<file path="config.mk">
export PLATFORM = sky130hd
export DESIGN_NAME = iic_mode_ctrl
export DESIGN_NICKNAME = d
export VERILOG_FILES = /design/src/iic_ctrl_pkg.sv /design/src/pin_sync.sv /design/src/irq_gate.sv /design/src/iic_mode_ctrl.sv
export SDC_FILE = /design/constraint.sdc
export NUM_CORES = 1
export LEC_CHECK = 0
export BUFFER_PORTS_ARGS = -buffer_cell sky130_fd_sc_hd__buf_2
export CAP_MARGIN = 10
export CORE_MARGIN = 8
export CORE_UTILIZATION = 25
export CTS_CLUSTER_DIAMETER = 80
export DETAILED_ROUTE_END_ITERATION = 10
export PLACE_DENSITY = 0.54
export SLEW_MARGIN = 25
export SYNTH_ARGS = -nofsm -noshare
export SYNTH_HDL_FRONTEND = slang
export SYNTH_SLANG_ARGS = --single-unit
</file>
<file path="constraint.sdc">
create_clock -name pclk -period 5.02 [get_ports pclk]
set_clock_uncertainty 0.05 [all_clocks]
set_input_delay 1.004 -clock pclk [delete_from_list [all_inputs] [get_ports pclk]]
set_output_delay 1.004 -clock pclk [all_outputs]
set_load 0.02 [all_outputs]
</file>
<file path="src/iic_ctrl_pkg.sv">
// Purpose: Shared constants and types for the serial mode and interrupt-enable block.
// Assumes: 8-bit registers on a 32-bit APB, register index times four is the byte address.
// Notes: Pin timing counts derive from the link clock period.
`default_nettype none
package iic_ctrl_pkg;
  // ==========================================================================
  // Register indices (byte address is four times the index)
  localparam logic [7:0] MODE_IDX = 8'hBA;
  localparam logic [7:0] IEN_IDX = 8'hBB;
  localparam logic [7:0] LINE_IDX = 8'hC0;
  localparam logic [7:0] CFG_IDX = 8'hC1;

  // ==========================================================================
  // Reset values
  localparam logic [7:0] MODE_RESET = 8'h18;
  localparam logic [7:0] IEN_RESET = 8'h00;

  // ==========================================================================
  // Field positions, mode control
  localparam int MODE_PROT_BIT = 3;
  localparam int MODE_RSV_BIT = 5;
  localparam int MODE_WAIT_BIT = 6;
  localparam int MODE_ORDER_BIT = 7;
  // Field positions, interrupt enable
  localparam int IEN_ACKT_BIT = 0;
  localparam int IEN_ACKR_BIT = 1;
  localparam int IEN_JUDGE_BIT = 2;
  localparam int IEN_STOP_BIT = 3;
  localparam int IEN_NACK_BIT = 4;
  localparam int IEN_RX_BIT = 5;
  localparam int IEN_TEND_BIT = 6;
  localparam int IEN_TEMPTY_BIT = 7;
  // Field positions, line control
  localparam int LINE_SCLMON_BIT = 3;
  localparam int LINE_PROT_BIT = 4;
  localparam int LINE_LEVEL_BIT = 5;
  localparam int LINE_GDIS_BIT = 6;
  localparam int LINE_BUSY_BIT = 7;
  // Field positions, link configuration
  localparam int CFG_SYNC_BIT = 0;
  localparam int CFG_MASTER_BIT = 1;
  localparam int CFG_TX_BIT = 2;

  // ==========================================================================
  // Timing
  localparam int CLK_PERIOD_NS = 8;
  localparam int LINK_PERIOD_NS = 125;
  localparam int LINK_CYCLES = (LINK_PERIOD_NS + CLK_PERIOD_NS - 1) / CLK_PERIOD_NS;
  localparam int WAIT_CYCLES = 2 * LINK_CYCLES;
  localparam int CNT_W = 6;

  // ==========================================================================
  // Types
  typedef enum logic [1:0] {
    GEN_IDLE = 2'b00,
    GEN_START = 2'b01,
    GEN_STOP_LOW = 2'b11,
    GEN_STOP_REL = 2'b10
  } gen_e;

  typedef struct packed {
    logic stop_seen;
    logic nack_seen;
    logic arb_lost;
    logic rx_full;
    logic tx_end;
    logic tx_empty;
  } flags_s;

  typedef struct packed {
    logic stop_req;
    logic nack_req;
    logic rx_req;
    logic tx_end_req;
    logic tx_empty_req;
  } irq_s;
endpackage : iic_ctrl_pkg
`default_nettype wire

</file>
<file path="src/pin_sync.sv">
// Purpose: Two-stage synchroniser for pins from outside the clock domain.
// Assumes: Inputs are slow levels relative to pclk.
// Notes: Only the second stage is visible outside.
`default_nettype none
module pin_sync #(
  parameter int WIDTH = 2
) (
  input wire logic pclk,
  input wire logic presetn,
  input wire logic [WIDTH-1:0] async_in,
  output logic [WIDTH-1:0] sync_out
);
  logic [WIDTH-1:0] stage1;

  // ==========================================================================
  // Two flops; idle bus lines rest high
  always_ff @(posedge pclk or negedge presetn) begin
    if (!presetn) begin
      stage1 <= '1;
      sync_out <= '1;
    end else begin
      stage1 <= async_in;
      sync_out <= stage1;
    end
  end
endmodule : pin_sync
`default_nettype wire

</file>
<file path="src/irq_gate.sv">
// Purpose: Gates status flags with enables into registered interrupt requests.
// Assumes: Flags are levels from the shift engine on pclk.
// Notes: Requests follow flags one cycle later.
`default_nettype none
module irq_gate (
  input wire logic pclk,
  input wire logic presetn,
  input wire iic_ctrl_pkg::flags_s flags,
  input wire logic [7:0] enables,
  input wire logic sync_format,
  output iic_ctrl_pkg::irq_s irq
);
  iic_ctrl_pkg::irq_s next_irq;

  // ==========================================================================
  // Request equations
  // stop gated by enable
  assign next_irq.stop_req = enables[iic_ctrl_pkg::IEN_STOP_BIT] & flags.stop_seen;
  assign next_irq.nack_req = enables[iic_ctrl_pkg::IEN_NACK_BIT] &
                             (flags.nack_seen | flags.arb_lost);
  assign next_irq.rx_req = enables[iic_ctrl_pkg::IEN_RX_BIT] &
                           (flags.rx_full | (flags.arb_lost & sync_format));
  assign next_irq.tx_end_req = enables[iic_ctrl_pkg::IEN_TEND_BIT] & flags.tx_end;
  assign next_irq.tx_empty_req = enables[iic_ctrl_pkg::IEN_TEMPTY_BIT] & flags.tx_empty;

  always_ff @(posedge pclk or negedge presetn) begin
    if (!presetn) begin
      irq <= '0;
    end else begin
      irq <= next_irq;
    end
  end
endmodule : irq_gate
`default_nettype wire

</file>
<file path="src/iic_mode_ctrl.sv">
// Purpose: Mode control, interrupt enables and bit-level transfer control for a two-wire link.
// Assumes: APB with one wait state; SCL is made by an outside divider and only stretched here.
// Notes: Open-drain pins: output enable low means the pin is pulled low.
`default_nettype none
module iic_mode_ctrl #(
  parameter int ADDR_W = 12
) (
  input wire logic pclk,
  input wire logic presetn,
  input wire logic psel,
  input wire logic penable,
  input wire logic pwrite,
  input wire logic [ADDR_W-1:0] paddr,
  input wire logic [31:0] pwdata,
  output logic [31:0] prdata,
  output logic pready,
  output logic pslverr,
  input wire logic scl_in,
  output logic scl_out,
  output logic scl_oe_n,
  input wire logic sda_in,
  output logic sda_out,
  output logic sda_oe_n,
  input wire logic [7:0] tx_data,
  output logic [7:0] rx_data,
  output logic transfer_halted,
  input wire iic_ctrl_pkg::flags_s flags,
  output iic_ctrl_pkg::irq_s irq
);
  // ==========================================================================
  // Elaboration checks
  if (ADDR_W < 10 || ADDR_W > 32) begin : g_bad_addr
    $error("ADDR_W must be 10 to 32");
  end

  // ==========================================================================
  // Counter coding and register address match
  // Bit count from code, I2C or sync format
  function automatic logic [3:0] bc_decode(input logic [2:0] code, input logic sync);
    if (code == 3'h0) begin
      bc_decode = sync ? 4'h8 : 4'h9;
    end else begin
      bc_decode = sync ? {1'b0, code} : {1'b0, code} + 4'h1;
    end
  endfunction : bc_decode

  function automatic logic [2:0] bc_encode(input logic [3:0] left, input logic sync);
    if (sync) begin
      // A count left over from I2C (nine) also reads as a full byte
      bc_encode = (left >= 4'h8) ? 3'h0 : left[2:0];
    end else begin
      bc_encode = (left >= 4'h9 || left == 4'h1) ? 3'h0 : 3'(left - 4'h1);
    end
  endfunction : bc_encode

  function automatic logic reg_hit(input logic [ADDR_W-1:0] addr, input logic [7:0] idx);
    reg_hit = (addr[ADDR_W-1:2] == (ADDR_W-2)'(idx)) && (addr[1:0] == 2'h0);
  endfunction : reg_hit

  // ==========================================================================
  // State
  logic [1:0] pins_s;
  logic scl_s;
  logic sda_s;
  logic scl_d;
  logic sda_d;
  logic [3:0] left;
  logic order_lsb;
  logic wait_en;
  logic rsv_bit;
  logic [7:0] ien;
  logic line_level;
  logic bus_busy_flag;
  logic sync_fmt;
  logic master;
  logic transmit;
  logic halt;
  logic armed;
  logic [iic_ctrl_pkg::CNT_W-1:0] wait_cnt;
  logic [iic_ctrl_pkg::CNT_W-1:0] gen_cnt;
  iic_ctrl_pkg::gen_e gen_state;
  iic_ctrl_pkg::gen_e next_gen;
  logic sda_low;
  logic next_sda_low;

  // ==========================================================================
  // Pin synchronisers and edge detection
  pin_sync #(
    .WIDTH(2)
  ) u_pin_sync (
    .pclk(pclk),
    .presetn(presetn),
    .async_in({scl_in, sda_in}),
    .sync_out(pins_s)
  );

  assign scl_s = pins_s[1];
  assign sda_s = pins_s[0];

  // Remember last synced pin levels for edge finding
  always_ff @(posedge pclk or negedge presetn) begin
    if (!presetn) begin
      scl_d <= 1'b1;
      sda_d <= 1'b1;
    end else begin
      scl_d <= scl_s;
      sda_d <= sda_s;
    end
  end

  wire scl_fall = scl_d & ~scl_s;
  wire scl_rise = ~scl_d & scl_s;
  wire start_seen = scl_s & scl_d & sda_d & ~sda_s;
  wire stop_seen = scl_s & scl_d & ~sda_d & sda_s;

  // ==========================================================================
  // APB decode
  wire setup = psel & ~penable;
  wire done = psel & penable & pready;
  wire wr = done & pwrite;
  wire hit_mode = reg_hit(paddr, iic_ctrl_pkg::MODE_IDX);
  wire hit_ien = reg_hit(paddr, iic_ctrl_pkg::IEN_IDX);
  wire hit_line = reg_hit(paddr, iic_ctrl_pkg::LINE_IDX);
  wire hit_cfg = reg_hit(paddr, iic_ctrl_pkg::CFG_IDX);
  wire hit_any = hit_mode | hit_ien | hit_line | hit_cfg;
  wire wr_mode = wr & hit_mode;
  wire wr_ien = wr & hit_ien;
  wire wr_line = wr & hit_line;
  wire wr_cfg = wr & hit_cfg;

  wire bc_write = wr_mode & ~pwdata[iic_ctrl_pkg::MODE_PROT_BIT];
  wire level_write = wr_line & ~pwdata[iic_ctrl_pkg::LINE_PROT_BIT];
  // master, I2C, disable zero, generator free
  wire gen_write = wr_line & ~pwdata[iic_ctrl_pkg::LINE_GDIS_BIT] & master & ~sync_fmt &
                   (gen_state == iic_ctrl_pkg::GEN_IDLE);
  wire gen_start = gen_write & pwdata[iic_ctrl_pkg::LINE_BUSY_BIT];
  wire gen_stop = gen_write & ~pwdata[iic_ctrl_pkg::LINE_BUSY_BIT];

  localparam int IEN_ACKR = iic_ctrl_pkg::IEN_ACKR_BIT;

  // Read views; protect and disable bits read as one
  wire [7:0] mode_view = {order_lsb, wait_en, rsv_bit, 1'b1, 1'b1, bc_encode(left, sync_fmt)};
  wire [7:0] ien_view = {ien[7:2], ien[IEN_ACKR], ien[0]};
  wire [7:0] line_view = {bus_busy_flag, 1'b1, line_level, 1'b1, scl_s, 3'h0};
  wire [7:0] cfg_view = {5'h00, transmit, master, sync_fmt};
  wire [7:0] read_mux = hit_mode ? mode_view :
                        hit_ien ? ien_view :
                        hit_line ? line_view :
                        hit_cfg ? cfg_view : 8'h00;

  // One wait state: answer registered during setup so outputs are flops
  always_ff @(posedge pclk or negedge presetn) begin
    if (!presetn) begin
      pready <= 1'b0;
      pslverr <= 1'b0;
      prdata <= 32'h0000_0000;
    end else begin
      pready <= setup;
      pslverr <= setup & ~hit_any;
      prdata <= setup ? {24'h00_0000, read_mux} : 32'h0000_0000;
    end
  end

  // ==========================================================================
  // Plain software settings
  always_ff @(posedge pclk or negedge presetn) begin
    if (!presetn) begin
      order_lsb <= iic_ctrl_pkg::MODE_RESET[iic_ctrl_pkg::MODE_ORDER_BIT];
      wait_en <= iic_ctrl_pkg::MODE_RESET[iic_ctrl_pkg::MODE_WAIT_BIT];
      rsv_bit <= iic_ctrl_pkg::MODE_RESET[iic_ctrl_pkg::MODE_RSV_BIT];
      sync_fmt <= 1'b0;
      master <= 1'b0;
      transmit <= 1'b0;
      line_level <= 1'b1;
    end else begin
      if (wr_mode) begin
        order_lsb <= pwdata[iic_ctrl_pkg::MODE_ORDER_BIT];
        wait_en <= pwdata[iic_ctrl_pkg::MODE_WAIT_BIT];
        rsv_bit <= pwdata[iic_ctrl_pkg::MODE_RSV_BIT];
      end
      if (wr_cfg) begin
        sync_fmt <= pwdata[iic_ctrl_pkg::CFG_SYNC_BIT];
        master <= pwdata[iic_ctrl_pkg::CFG_MASTER_BIT];
        transmit <= pwdata[iic_ctrl_pkg::CFG_TX_BIT];
      end
      if (level_write) begin
        line_level <= pwdata[iic_ctrl_pkg::LINE_LEVEL_BIT];
      end
    end
  end

  // ==========================================================================
  // Bit position within the frame
  wire active = sync_fmt | bus_busy_flag;
  wire ack_phase = ~sync_fmt & (left == 4'h1);
  wire [3:0] data_left = sync_fmt ? left : left - 4'h1;
  wire [2:0] bit_idx = 3'(4'h8 - data_left);
  // zero MSB first, one LSB first
  wire [2:0] shift_pos = order_lsb ? bit_idx : 3'(3'h7 - bit_idx);
  wire tx_bit = tx_data[shift_pos];
  // The fall right after a start opens bit one, so it is not a bit end
  wire count_fall = scl_fall & active & ~halt & (armed | sync_fmt);
  wire last_data_fall = count_fall & ~sync_fmt & (left == 4'h2);

  // Armed by the first rise of a frame, cleared by a start condition
  always_ff @(posedge pclk or negedge presetn) begin
    if (!presetn) begin
      armed <= 1'b0;
    end else if (start_seen) begin
      armed <= 1'b0;
    end else if (scl_rise & active) begin
      armed <= 1'b1;
    end
  end

  // ==========================================================================
  // Counter, acknowledge, halt and receive shifting
  always_ff @(posedge pclk or negedge presetn) begin
    if (!presetn) begin
      left <= 4'h9;
      ien <= iic_ctrl_pkg::IEN_RESET;
      halt <= 1'b0;
      rx_data <= 8'h00;
    end else begin
      if (wr_ien) begin
        ien[7:2] <= pwdata[7:2];
        ien[iic_ctrl_pkg::IEN_ACKT_BIT] <= pwdata[iic_ctrl_pkg::IEN_ACKT_BIT];
      end
      if (bc_write) begin
        left <= bc_decode(pwdata[2:0], sync_fmt);
        halt <= 1'b0;
      end else if (count_fall) begin
        // back to 000 after the last bit
        left <= (left == 4'h1) ? bc_decode(3'h0, sync_fmt) : left - 4'h1;
      end else if (stop_seen) begin
        halt <= 1'b0;
      end
      if (scl_rise & active & ~halt) begin
        if (ack_phase & transmit) begin
          ien[IEN_ACKR] <= sda_s;
          if (ien[iic_ctrl_pkg::IEN_JUDGE_BIT] & sda_s & ~bc_write) begin
            halt <= 1'b1;
          end
        end else if (~ack_phase & ~transmit) begin
          rx_data[shift_pos] <= sda_s;
        end
      end
    end
  end

  // ==========================================================================
  // Wait insertion after the final data bit
  always_ff @(posedge pclk or negedge presetn) begin
    if (!presetn) begin
      wait_cnt <= '0;
    end else if (last_data_fall & wait_en & master) begin
      wait_cnt <= iic_ctrl_pkg::CNT_W'(iic_ctrl_pkg::WAIT_CYCLES);
    end else if (wait_cnt != '0) begin
      wait_cnt <= wait_cnt - 1'b1;
    end
  end

  // ==========================================================================
  // Bus occupancy seen on the pins
  always_ff @(posedge pclk or negedge presetn) begin
    if (!presetn) begin
      bus_busy_flag <= 1'b0;
    end else if (start_seen) begin
      bus_busy_flag <= 1'b1;
    end else if (stop_seen) begin
      bus_busy_flag <= 1'b0;
    end
  end

  // ==========================================================================
  // Start and stop generator
  always_comb begin
    next_gen = gen_state;
    unique case (gen_state)
      iic_ctrl_pkg::GEN_IDLE: begin
        if (gen_start) begin
          next_gen = iic_ctrl_pkg::GEN_START;
        end else if (gen_stop) begin
          next_gen = iic_ctrl_pkg::GEN_STOP_LOW;
        end
      end
      iic_ctrl_pkg::GEN_START: begin
        if (gen_cnt == '0) begin
          next_gen = iic_ctrl_pkg::GEN_IDLE;
        end
      end
      iic_ctrl_pkg::GEN_STOP_LOW: begin
        if (scl_s & (gen_cnt == '0)) begin
          next_gen = iic_ctrl_pkg::GEN_STOP_REL;
        end
      end
      iic_ctrl_pkg::GEN_STOP_REL: begin
        next_gen = iic_ctrl_pkg::GEN_IDLE;
      end
    endcase
  end

  // Hold each condition for one link period so slow parties see it
  always_ff @(posedge pclk or negedge presetn) begin
    if (!presetn) begin
      gen_state <= iic_ctrl_pkg::GEN_IDLE;
      gen_cnt <= '0;
    end else begin
      gen_state <= next_gen;
      if (gen_state != next_gen) begin
        gen_cnt <= iic_ctrl_pkg::CNT_W'(iic_ctrl_pkg::LINK_CYCLES);
      end else if (gen_cnt != '0 && (gen_state != iic_ctrl_pkg::GEN_STOP_LOW || scl_s)) begin
        gen_cnt <= gen_cnt - 1'b1;
      end
    end
  end

  // ==========================================================================
  // SDA drive selection; data only changes while SCL is low
  always_comb begin
    next_sda_low = sda_low;
    if (gen_state == iic_ctrl_pkg::GEN_START || gen_state == iic_ctrl_pkg::GEN_STOP_LOW) begin
      next_sda_low = 1'b1;
    end else if (gen_state == iic_ctrl_pkg::GEN_STOP_REL) begin
      next_sda_low = 1'b0;
    end else if (~scl_s) begin
      if (active & ~halt & ack_phase) begin
        next_sda_low = ~transmit & ~ien[iic_ctrl_pkg::IEN_ACKT_BIT];
      end else if (active & ~halt) begin
        next_sda_low = transmit & ~tx_bit;
      end else begin
        next_sda_low = ~line_level;
      end
    end
  end

  // Pin and status outputs, all from flops
  always_ff @(posedge pclk or negedge presetn) begin
    if (!presetn) begin
      sda_low <= 1'b0;
      sda_oe_n <= 1'b1;
      scl_oe_n <= 1'b1;
      sda_out <= 1'b0;
      scl_out <= 1'b0;
      transfer_halted <= 1'b0;
    end else begin
      sda_low <= next_sda_low;
      sda_oe_n <= ~next_sda_low;
      scl_oe_n <= ~(last_data_fall & wait_en & master) & (wait_cnt <= 1);
      sda_out <= 1'b0;
      scl_out <= 1'b0;
      transfer_halted <= halt;
    end
  end

  // ==========================================================================
  // Interrupt request gating
  irq_gate u_irq_gate (
    .pclk(pclk),
    .presetn(presetn),
    .flags(flags),
    .enables(ien),
    .sync_format(sync_fmt),
    .irq(irq)
  );
endmodule : iic_mode_ctrl
`default_nettype wire

</file>
Yosys cells after proc, flatten, opt, wreduce, memory -nomap -nowiden:

Cells that the tools add are included.

* RAM bits: 0
* register bits after elaboration: 69
* memories: 0
* ROM bits: 0
* output and inout port bits: 52
* latch bits: 0

* bitwise operators: 78
* reductions and logical operators: 22
* divide/modulo/power cells: 0
* $lt $le $gt $ge: 5
* equality and inequality tests: 11
* $mul: 0
* add/sub/neg operators: 6
* multiplexer cells: 45
* shifts and indexed selects: 0

Operators by type and width (count)
* 1-bit bitwise AND: 50
* 10-bit by 8-bit == test with 1-bit output, second input constant: 4
* 8-bit 2-to-1 mux: 4
* 6-bit 2-to-1 mux: 4
* 1-bit NOT: 21
* 4-bit 2-to-1 mux: 5
* 1-bit 2-to-1 mux: 18
* 3-bit 2-to-1 mux: 6
* 6-bit nonzero test: 2
* 6-bit by 1-bit subtractor with 6-bit output, second input constant: 2
* 2-bit nonzero test: 5
* 8-bit bitwise mux: 1
* 4-bit greater-or-equal comparator, second input constant: 2
* 2-bit 2-to-1 mux: 4
* 2-bit case mux with 4 select lines: 1
* 1-bit bitwise OR: 7
* 6-bit by 1-bit <= comparator with 1-bit output, second input constant: 1
* 1-bit logical AND: 6
* 6-bit logical NOT: 1
* 3-bit by 1-bit adder with 4-bit output, second input constant: 1
* 2-bit == test, second input constant: 2
* 4-bit by 1-bit == test with 1-bit output, second input constant: 1
* 4-bit by 2-bit == test with 1-bit output, second input constant: 1
* 2-bit logical NOT: 2
* 14 further kinds: 16

Depth between registers and ports, before layout:

Gate-level depths: netlist (run 1).

* depth after elaboration: 15
* depth in mapped cells: 10
* gate-level depth less buffers: 10

Modules after synthesis:

Synthesis (run 1) repeated with hierarchy kept, for this count alone.

* cell total of the unflattened synthesis: 400
* area, all modules: 4088.9 um2

Modules (own cells, without submodules)
* iic_mode_ctrl: times used 1, seq. area each 1510.2 um2, cells an instance 385, area each 3821.2 um2
* irq_gate: times used 1, seq. area each 125.1 um2, cells an instance 11, area each 162.7 um2
* pin_sync: times used 1, seq. area each 105.1 um2, cells an instance 4, area each 105.1 um2

Worst setup path after synthesis (run 1):

No wires, ideal clock.

* path type: in2reg
* start: input port paddr[10]
* end: register ien[0]
* stages: 5
* path slack: 2.179 ns
* data required time: 4.845 ns
* data arrival time: 2.666 ns
* cell sequence: or4_4 -> or4_1 -> buf_6 -> nor2_8 -> mux2_2

* cells in the longest elaborated chain, start to end: 3

RTL lines
* start: declaration: RTL line iic_mode_ctrl.sv:13 `input wire logic [ADDR_W-1:0] paddr,`
* 10-bit by 8-bit == test with 1-bit output: RTL line iic_mode_ctrl.sv:57 `reg_hit = (addr[ADDR_W-1:2] == (ADDR_W-2)'(idx)) && (addr[1:0] == 2'h0);`
* 1-bit logical AND: RTL line iic_mode_ctrl.sv:57
* 1-bit bitwise AND: RTL line iic_mode_ctrl.sv:127 `wire wr_ien = wr & hit_ien;`
* end signal: assignment: RTL line iic_mode_ctrl.sv:221 `ien <= iic_ctrl_pkg::IEN_RESET;`
* end signal: indexed assignment: RTL line iic_mode_ctrl.sv:227 `ien[iic_ctrl_pkg::IEN_ACKT_BIT] <= pwdata[iic_ctrl_pkg::IEN_ACKT_BIT];`
* end signal: indexed assignment: RTL line iic_mode_ctrl.sv:240 `ien[IEN_ACKR] <= sda_s;`
* end: declaration: RTL line iic_mode_ctrl.sv:71 `logic [7:0] ien;`

No other way between the ends.
A chain may end at the register's enable or synchronous reset.

Worst setup path after layout (run 1):

* start: register sync_fmt
* end: register rx_data[5]

* cells in the longest elaborated chain, start to end: 9

RTL lines
* start: declaration: RTL line iic_mode_ctrl.sv:74 `logic sync_fmt;`
* start signal: assignment: RTL line iic_mode_ctrl.sv:182 `sync_fmt <= pwdata[iic_ctrl_pkg::CFG_SYNC_BIT];`
* 3-bit 2-to-1 mux: RTL line iic_mode_ctrl.sv:196 `wire [3:0] data_left = sync_fmt ? left : left - 4'h1;`
* 1-bit by 3-bit subtractor with 3-bit output: RTL line iic_mode_ctrl.sv:197 `wire [2:0] bit_idx = 3'(4'h8 - data_left);`
* 3-bit subtractor: RTL line iic_mode_ctrl.sv:199 `wire [2:0] shift_pos = order_lsb ? bit_idx : 3'(3'h7 - bit_idx);`
* 3-bit 2-to-1 mux: RTL line iic_mode_ctrl.sv:199
* 3-bit by 4-bit < comparator with 1-bit output (not written as such) / 3-bit by 1-bit greater-or-equal comparator with 1-bit output (equally long branches): RTL line iic_mode_ctrl.sv:245 `rx_data[shift_pos] <= sda_s;`
* 1-bit logical AND (not written as such): RTL line iic_mode_ctrl.sv:245
* 1-bit 2-to-1 mux (not written as such): RTL line iic_mode_ctrl.sv:245
* 1-bit demux with 3-bit select: RTL line iic_mode_ctrl.sv:245
* 8-bit bitwise mux: RTL line iic_mode_ctrl.sv:245
* end signal: indexed assignment: RTL line iic_mode_ctrl.sv:245
* end: declaration: RTL line iic_mode_ctrl.sv:25 `output logic [7:0] rx_data,`

Several ways; a longest one is shown, not always the timed one.

==> qor.csv, run 1 <==
stage,metric,value,unit
cells_and_area,Total Nets Final,515,
die,core area,0.0150,sq mm
timing,fmax,0.341,GHz
cts,Worst-Skew Late Latency,0.33,ns
cts,clk slew on worst S/H paths,0.06,ns
cts,setup repair bufs after CTS,0,
worst_setup_path,Critical Path AT,3.10,ns
run_status,status,completed,
cells_and_area,share of layout cells above drive strength 1,0.289,
die,Initial Utilization,0.253,
synthesis,post-synthesis cell count,375,
worst_setup_path,Crit path required time,5.19,ns
worst_setup_path,cell mode on critical path,xnor2_1,
global_routing,largest net degree at the start of global routing,37,
cells_and_area,post-route cell area,0.00453,sq mm
hold_path,"Endpoint, Worst Hold",u_pin_sync.sync_out[0]$_DFF_PN1_,
pwr,Final Power,1930,uW
hold_path,Hold Crit Depth,0,
synthesis,Synth Area per Inst,10.1,sq um
global_routing,GR Util met2,0.157,
timing,Fin Hold WS,0.304,ns
synthesis,Post-synth EDFFs,0,
die,# rows,45,
cts,Root Driver,clkbuf_16,
timing,Setup TNS Final,0,ns
timing,slew margin rel.,0.471,
global_routing,first-pass GRT wire length,15400,um
drt,ANT nets after route,0,
global_routing,Total GRT Usage,0.0984,
global_routing,antenna violations before repair,0,
worst_setup_path,critical path buffer and inverter count,1,
cells_and_area,ant diodes,0,
run,Max Cap Violations,0,
synthesis,fraction of registers with async set/reset,1.00,
worst_setup_path,worst path cell trace,xnor2_1 > inv_1 > ha_1 > xnor2_1 > xnor2_2 > mux2i_1 > nand2b_1 > mux2_2,
cells_and_area,Syn-to-layout area delta,19.3,%
placement,number of buffers added on ports,66,
hold_path,Hold Crit Class,flop to flop,
global_routing,GRT Max-Usage Layer,met2,
synthesis,#FFs+latches synth,69,
worst_setup_path,crit-path max FO,18,
worst_setup_path,Setup crit end kind,flop,
synthesis,sequential share of the synthesized area,0.458,
timing,final setup vio count,0,
global_routing,vias in the first global route,2991,
global_routing,global route overflow,0,
pwr,Cell Pwr Density,425,mW/mm^2
cts,cts bufs inserted,9,
worst_setup_path,CP Class,flop to flop,
drt,Avg WL per Cell,14.6,um
cts,clock sinks,69,
global_routing,M3 GR Usage,0.0315,
synthesis,mapped cell area,0.00380,sq mm
synthesis,Cell variety after synth,60,
cts,Hold Buf Count CTS,0,
die,Die Ht,139,um
cts,maximum clock insertion buffer count,2,
drt,First-pass DRT Iterations,4,
die,# IOs,117,
synthesis,Syn. warnings,0,
cts,TritonCTS clock tree,yes,
cells_and_area,fill count,1560,
timing,Worst-Margin Slew,0.793,ns
worst_setup_path,critical path's top delay family,XOR/XNOR gates,
worst_setup_path,crit-path max cell delay,0.63,ns
placement,final HPWL from detailed placement,7030,um
worst_setup_path,Reg2Reg Setup Slack,2.09,ns
worst_setup_path,CP Launch Type,flop,
worst_setup_path,reg2reg end,rx_data[5]$_DFFE_PN0P_,
worst_setup_path,slowest CP cell,dfrtp_1,
drt,routed wire length,9250,um
timing,RSZ-0062 raised after global routing,false,
worst_setup_path,r2r startpoint,sync_fmt$_DFFE_PN0P_,
drt,Post-route DRC,0,
cts,PostCTS Resize Cnt,0,
pwr,Leakage,0.00213,uW
synthesis,ys flop type,dfrtp_1,
timing,Tcrit/Tclk final,0.584,
timing,crit path time final,2.93,ns
cts,H-tree lvl count,3,
die,Die X,139,um
hold_path,beginning of the worst hold path,u_pin_sync.stage1[0]$_DFF_PN1_,
cells_and_area,most frequent cells in the layout,"buf_2 (66), dfrtp_1 (58), nor2_1 (45), conb_1 (26), mux2_2 (23)",
placement,DP Area,0.00422,sq mm
worst_setup_path,Reg2Reg Depth,8,
drt,DR vias,2888,
global_routing,met1 usage,0.123,
placement,GP Congestion,0.815,
cells_and_area,"commonest non-fill, non-tap cell in the layout",buf_2,
die,full die area,0.0194,sq mm
timing,Final Hold Fails,0,
drt,initial DRC count,193,
drt,DR vias/cell,4.56,
timing,Final Slew Violations,0,
pwr,Worst VDD drop,179,uV
## where the power goes
group / internal (uW) / leakage [uW] / switching, uW
Sequential: 646 / 0.000864 / 80.5
Clock: 424 / 0.000152 / 234
Combinational: 235 / 0.00112 / 307
Total: 1310 / 0.00213 / 621
## synth_stat cells, drive strengths merged, types with 3 or more instances
| master | n | share of area |
|---|---|---|
| xnor2 | 7 | 0.018 |
| ha | 9 | 0.030 |
| dfrtp | 58 | 0.38 |
| o311a | 3 | 0.0079 |
| o21ai | 10 | 0.013 |
| nand4 | 3 | 0.0049 |
| a21boi | 3 | 0.0059 |
| inv | 18 | 0.018 |
| nor4 | 3 | 0.0049 |
| nand2b | 9 | 0.015 |
| mux2i | 10 | 0.026 |
| xor2 | 5 | 0.012 |
| dfstp | 11 | 0.076 |
| a21oi | 18 | 0.024 |
| nor3 | 16 | 0.024 |
| clkbuf | 6 | 0.0059 |
| nand2 | 22 | 0.022 |
| and2 | 5 | 0.0082 |
| nand4b | 3 | 0.0069 |
| nand3 | 4 | 0.0053 |
| a31oi | 3 | 0.0049 |
| a211oi | 3 | 0.0059 |
| nor2b | 8 | 0.013 |
| nand3b | 4 | 0.0079 |
| buf | 31 | 0.059 |
| mux2 | 23 | 0.068 |
| nor2 | 47 | 0.051 |
## logic make-up after synthesis
family                   Yosys count  synth area share
buffers and inverters             55            0.0823
other                              1          0.000987
adder cells (fa/ha/maj)            9            0.0296
XOR/XNOR                          12            0.0296
AO/OA/AOI/OAI                     57             0.101
flip-flops                        69             0.458
AND/OR/NAND/NOR                  137             0.192
multiplexers                      35             0.106
## layout make-up
cell class / instances / area, sq um / share of cell area
clock inverters: 3 / 42.5 / 0.00938
multi-input cells: 276 / 1840 / 0.406
flip-flops and latches: 69 / 1740 / 0.384
clock buffers: 13 / 270 / 0.0596
repair buffers: 67 / 338 / 0.0745
inverters: 18 / 67.6 / 0.0149
well taps: 188 / 235 / 0.0519
## per-layer routing
metal,vias to the layer above,share of wire
met4,0,0.010
met5,-,0
met3,8,0.058
met2,78,0.47
li1,1394,-
met1,1408,0.46
## worst max-delay path by stage
stage / endpoint / start / cells past startpoint / slack (ns)
5_1_grt: sda_low$_DFF_PN0_ / sync_fmt$_DFFE_PN0P_ / 8 / 1.74
4_1_cts: rx_data[5]$_DFFE_PN0P_ / sync_fmt$_DFFE_PN0P_ / 8 / 2.05
3_3_place_gp: ien[2]$_DFFE_PN0P_ / paddr[10] / 5 / 1.86
2_1_floorplan: ien[0]$_DFFE_PN0P_ / paddr[10] / 5 / 2.18
6_report: rx_data[5]$_DFFE_PN0P_ / sync_fmt$_DFFE_PN0P_ / 8 / 2.09
3_5_place_dp: ien[3]$_DFFE_PN0P_ / paddr[10] / 5 / 1.85
## flip-flops by register name (all words and copies together) (netlist names), 2 cells and up
| signal | count |
|---|---|
| left | 4 |
| u_irq_gate.irq | 5 |
| rx_data | 8 |
| u_pin_sync.stage1 | 2 |
| u_pin_sync.sync_out | 2 |
| wait_cnt | 6 |
| gen_state | 2 |
| prdata | 8 |
| gen_cnt | 6 |
| ien | 8 |
## worst reg2reg max path, delay by kind of cell (launching register included)
| family | cells | cell delay [ns] |
|---|---|---|
| adder cells (fa/ha/maj) | 1 | 0.22 |
| multiplexers | 2 | 0.66 |
| XOR/XNOR | 3 | 1.03 |
| flip-flops | 1 | 0.63 |
| AND/OR/NAND/NOR | 1 | 0.15 |
| buffers and inverters | 1 | 0.09 |
## stage by stage
step / util / setup WS [ns] / instances
floorplan: - / 2.18 / 400
global placement: 0.281 / 1.86 / 618
detailed placement: 0.281 / 1.85 / 618
CTS: 0.302 / 2.05 / 634
global route: 0.302 / 1.74 / 634
finish: 0.302 / 2.09 / 634
Power figures use the tool's default switching activity.
==> run 2: changes to the inputs <==
Settings changed: PLACE_DENSITY 0.54 to 0.55.
Clock period 5.02 ns to 2.4 ns, I/O delays scaled along.
==> qor.csv, run 2 (synthesized netlist as in run 1, its figures left out) <==
stage,metric,value,unit
worst_setup_path,CP Launch Type,flop,
worst_setup_path,CP Class,flop to flop,
drt,routed wire length,9710,um
global_routing,Total GRT Usage,0.102,
global_routing,vias in the first global route,3178,
timing,setup slack after layout,-0.177,ns
timing,Final Slew Violations,0,
placement,DP Area,0.00443,sq mm
worst_setup_path,r2r startpoint,left[0]$_DFFE_PN1P_,
pwr,part of the power in combinational logic,0.353,
die,# IOs,117,
cts,H-tree lvl count,3,
timing,final setup vio count,10,
placement,number of buffers added on ports,66,
timing,fmax,0.388,GHz
pwr,Worst VDD drop,348,uV
worst_setup_path,crit-path max cell delay,0.54,ns
global_routing,global route overflow,0,
worst_setup_path,cell mode on critical path,xnor2_2,
cts,TritonCTS clock tree,yes,
die,Initial Utilization,0.253,
drt,Avg WL per Cell,14.7,um
pwr,Flop pwr share,0.329,
cells_and_area,Total Nets Final,542,
drt,ANT nets after route,0,
cells_and_area,Finished Core Util,0.323,
die,# rows,45,
pwr,Clock power frac,0.318,
worst_setup_path,Reg2Reg Setup Slack,-0.18,ns
cells_and_area,most frequent cells in the layout,"buf_2 (66), dfrtp_1 (58), nor2_1 (41), buf_4 (27), conb_1 (26)",
run,Max Cap Violations,0,
run_status,status,"finished, violations left",
pwr,Pint,3120,uW
drt,initial DRC count,103,
cells_and_area,post-route cell area,0.00486,sq mm
worst_setup_path,Worst path depth,11,
pwr,NetSw,1440,uW
worst_setup_path,crit-path max FO,7,
die,full die area,0.0194,sq mm
timing,Fin Hold WS,0.122,ns
global_routing,largest net degree at the start of global routing,70,
worst_setup_path,Reg2Reg Depth,11,
drt,DR vias/cell,4.51,
drt,Post-route DRC,0,
global_routing,antenna violations before repair,0,
die,core area,0.0150,sq mm
pwr,Cell Pwr Density,938,mW/mm^2
cts,clock sinks,69,
cells_and_area,ant diodes,0,
cts,Root Driver,clkbuf_16,
cells_and_area,top flop regs,"ien x8, prdata x8, rx_data x8",
cts,clk slew on worst S/H paths,0.06,ns
timing,RSZ-0062 raised after global routing,true,
die,Die X,139,um
global_routing,first-pass GRT wire length,16000,um
cts,cts bufs inserted,9,
cells_and_area,fill count,1515,
cts,Hold Buf Count CTS,0,
cts,maximum clock insertion buffer count,2,
die,Die Ht,139,um
placement,GP Congestion,0.769,
timing,crit path time final,2.58,ns
timing,Final Hold Fails,0,
cells_and_area,"commonest non-fill, non-tap cell in the layout",buf_2,
worst_setup_path,Crit path required time,2.56,ns
timing,Setup TNS Final,-1.21,ns
cts,Worst-Skew Late Latency,0.33,ns
worst_setup_path,critical path's top delay family,multiplexers,
worst_setup_path,critical path buffer and inverter count,2,
hold_path,Hold Crit Class,input port to asynchronous set/reset pin,
timing,Worst-Margin Slew,0.578,ns
placement,final HPWL from detailed placement,7230,um
pwr,sw frac,0.316,
worst_setup_path,worst path cell trace,inv_2 > ha_4 > nor2_4 > a21oi_2 > ha_2 > xnor2_2 > xnor2_2 > mux2i_1 > buf_4 > nor2_2 > mux2_4,
drt,DR vias,2981,
timing,slew margin rel.,0.613,
run_status,failing checks,setup timing,
worst_setup_path,Critical Path AT,2.74,ns
pwr,Leakage,0.00231,uW
cells_and_area,Syn-to-layout area delta,27.9,%
worst_setup_path,slowest CP cell,dfstp_2,
worst_setup_path,Setup crit end kind,flop,
drt,First-pass DRT Iterations,4,
worst_setup_path,reg2reg end,rx_data[6]$_DFFE_PN0P_,
cells_and_area,share of layout cells above drive strength 1,0.357,
timing,Tcrit/Tclk final,1.07,
## run 2: how the worst max path moves through the flow
stage	slack, ns	from	endpoint
detailed placement	-0.22	left[0]$_DFFE_PN1P_	rx_data[5]$_DFFE_PN0P_
global route	-0.30	left[0]$_DFFE_PN1P_	rx_data[4]$_DFFE_PN0P_
global placement	-0.16	left[0]$_DFFE_PN1P_	rx_data[5]$_DFFE_PN0P_
floorplan	-0.11	left[0]$_DFFE_PN1P_	rx_data[7]$_DFFE_PN0P_
finish	-0.18	left[0]$_DFFE_PN1P_	rx_data[6]$_DFFE_PN0P_
CTS	-0.17	left[0]$_DFFE_PN1P_	rx_data[6]$_DFFE_PN0P_
## run 2: worst reg2reg max path: stages, from the launching register on
cell	delay, ns
dfstp_2	0.54
inv_2	0.06
ha_4	0.27
nor2_4	0.03
a21oi_2	0.11
ha_2	0.20
xnor2_2	0.09
xnor2_2	0.34
mux2i_1	0.28
buf_4	0.15
nor2_2	0.04
mux2_4	0.29
## run 2: power by group through the flow
stage	sequential, uW	combinational, uW	clock, uW
floorplan	1560	899	0
global placement	1510	1370	0
detailed placement	1520	1410	0
CTS	1500	1530	1490
global route	1520	1770	1560
finish	1500	1610	1450
## run 2: through the flow
stage	setup WS (ns)	power, uW	std cells
after floorplan	-0.113	2460	400
after global placement	-0.165	2880	640
after detailed placement	-0.216	2930	640
after CTS	-0.171	4520	660
after global routing	-0.305	4850	661
final	-0.177	4560	661
## run 2: final cells by class
type | instances | area, sq um | share of cell area
clock buffer | 12 | 256 | 0.0528
clock inverter | 4 | 70.1 | 0.0144
inverter | 18 | 67.6 | 0.0139
multi-input combinational | 276 | 1940 | 0.398
sequential | 69 | 1740 | 0.358
tap | 188 | 235 | 0.0484
timing repair buffer | 94 | 553 | 0.114
## run 2: timing repair
item / CTS / global route
pin swaps: 4 / 9
buffers inserted: 4 / 1
resized for setup: 8 / 11
setup endpoints to repair: 10 / 10
## run 2: routing by layer
| layer | vias up | track usage | part of all wire |
|---|---|---|---|
| met5 | - | 0 | 0 |
| met4 | 0 | 0.0347 | 0.014 |
| met3 | 9 | 0.0298 | 0.048 |
| met2 | 70 | 0.173 | 0.49 |
| met1 | 1468 | 0.122 | 0.45 |
| li1 | 1434 | - | - |
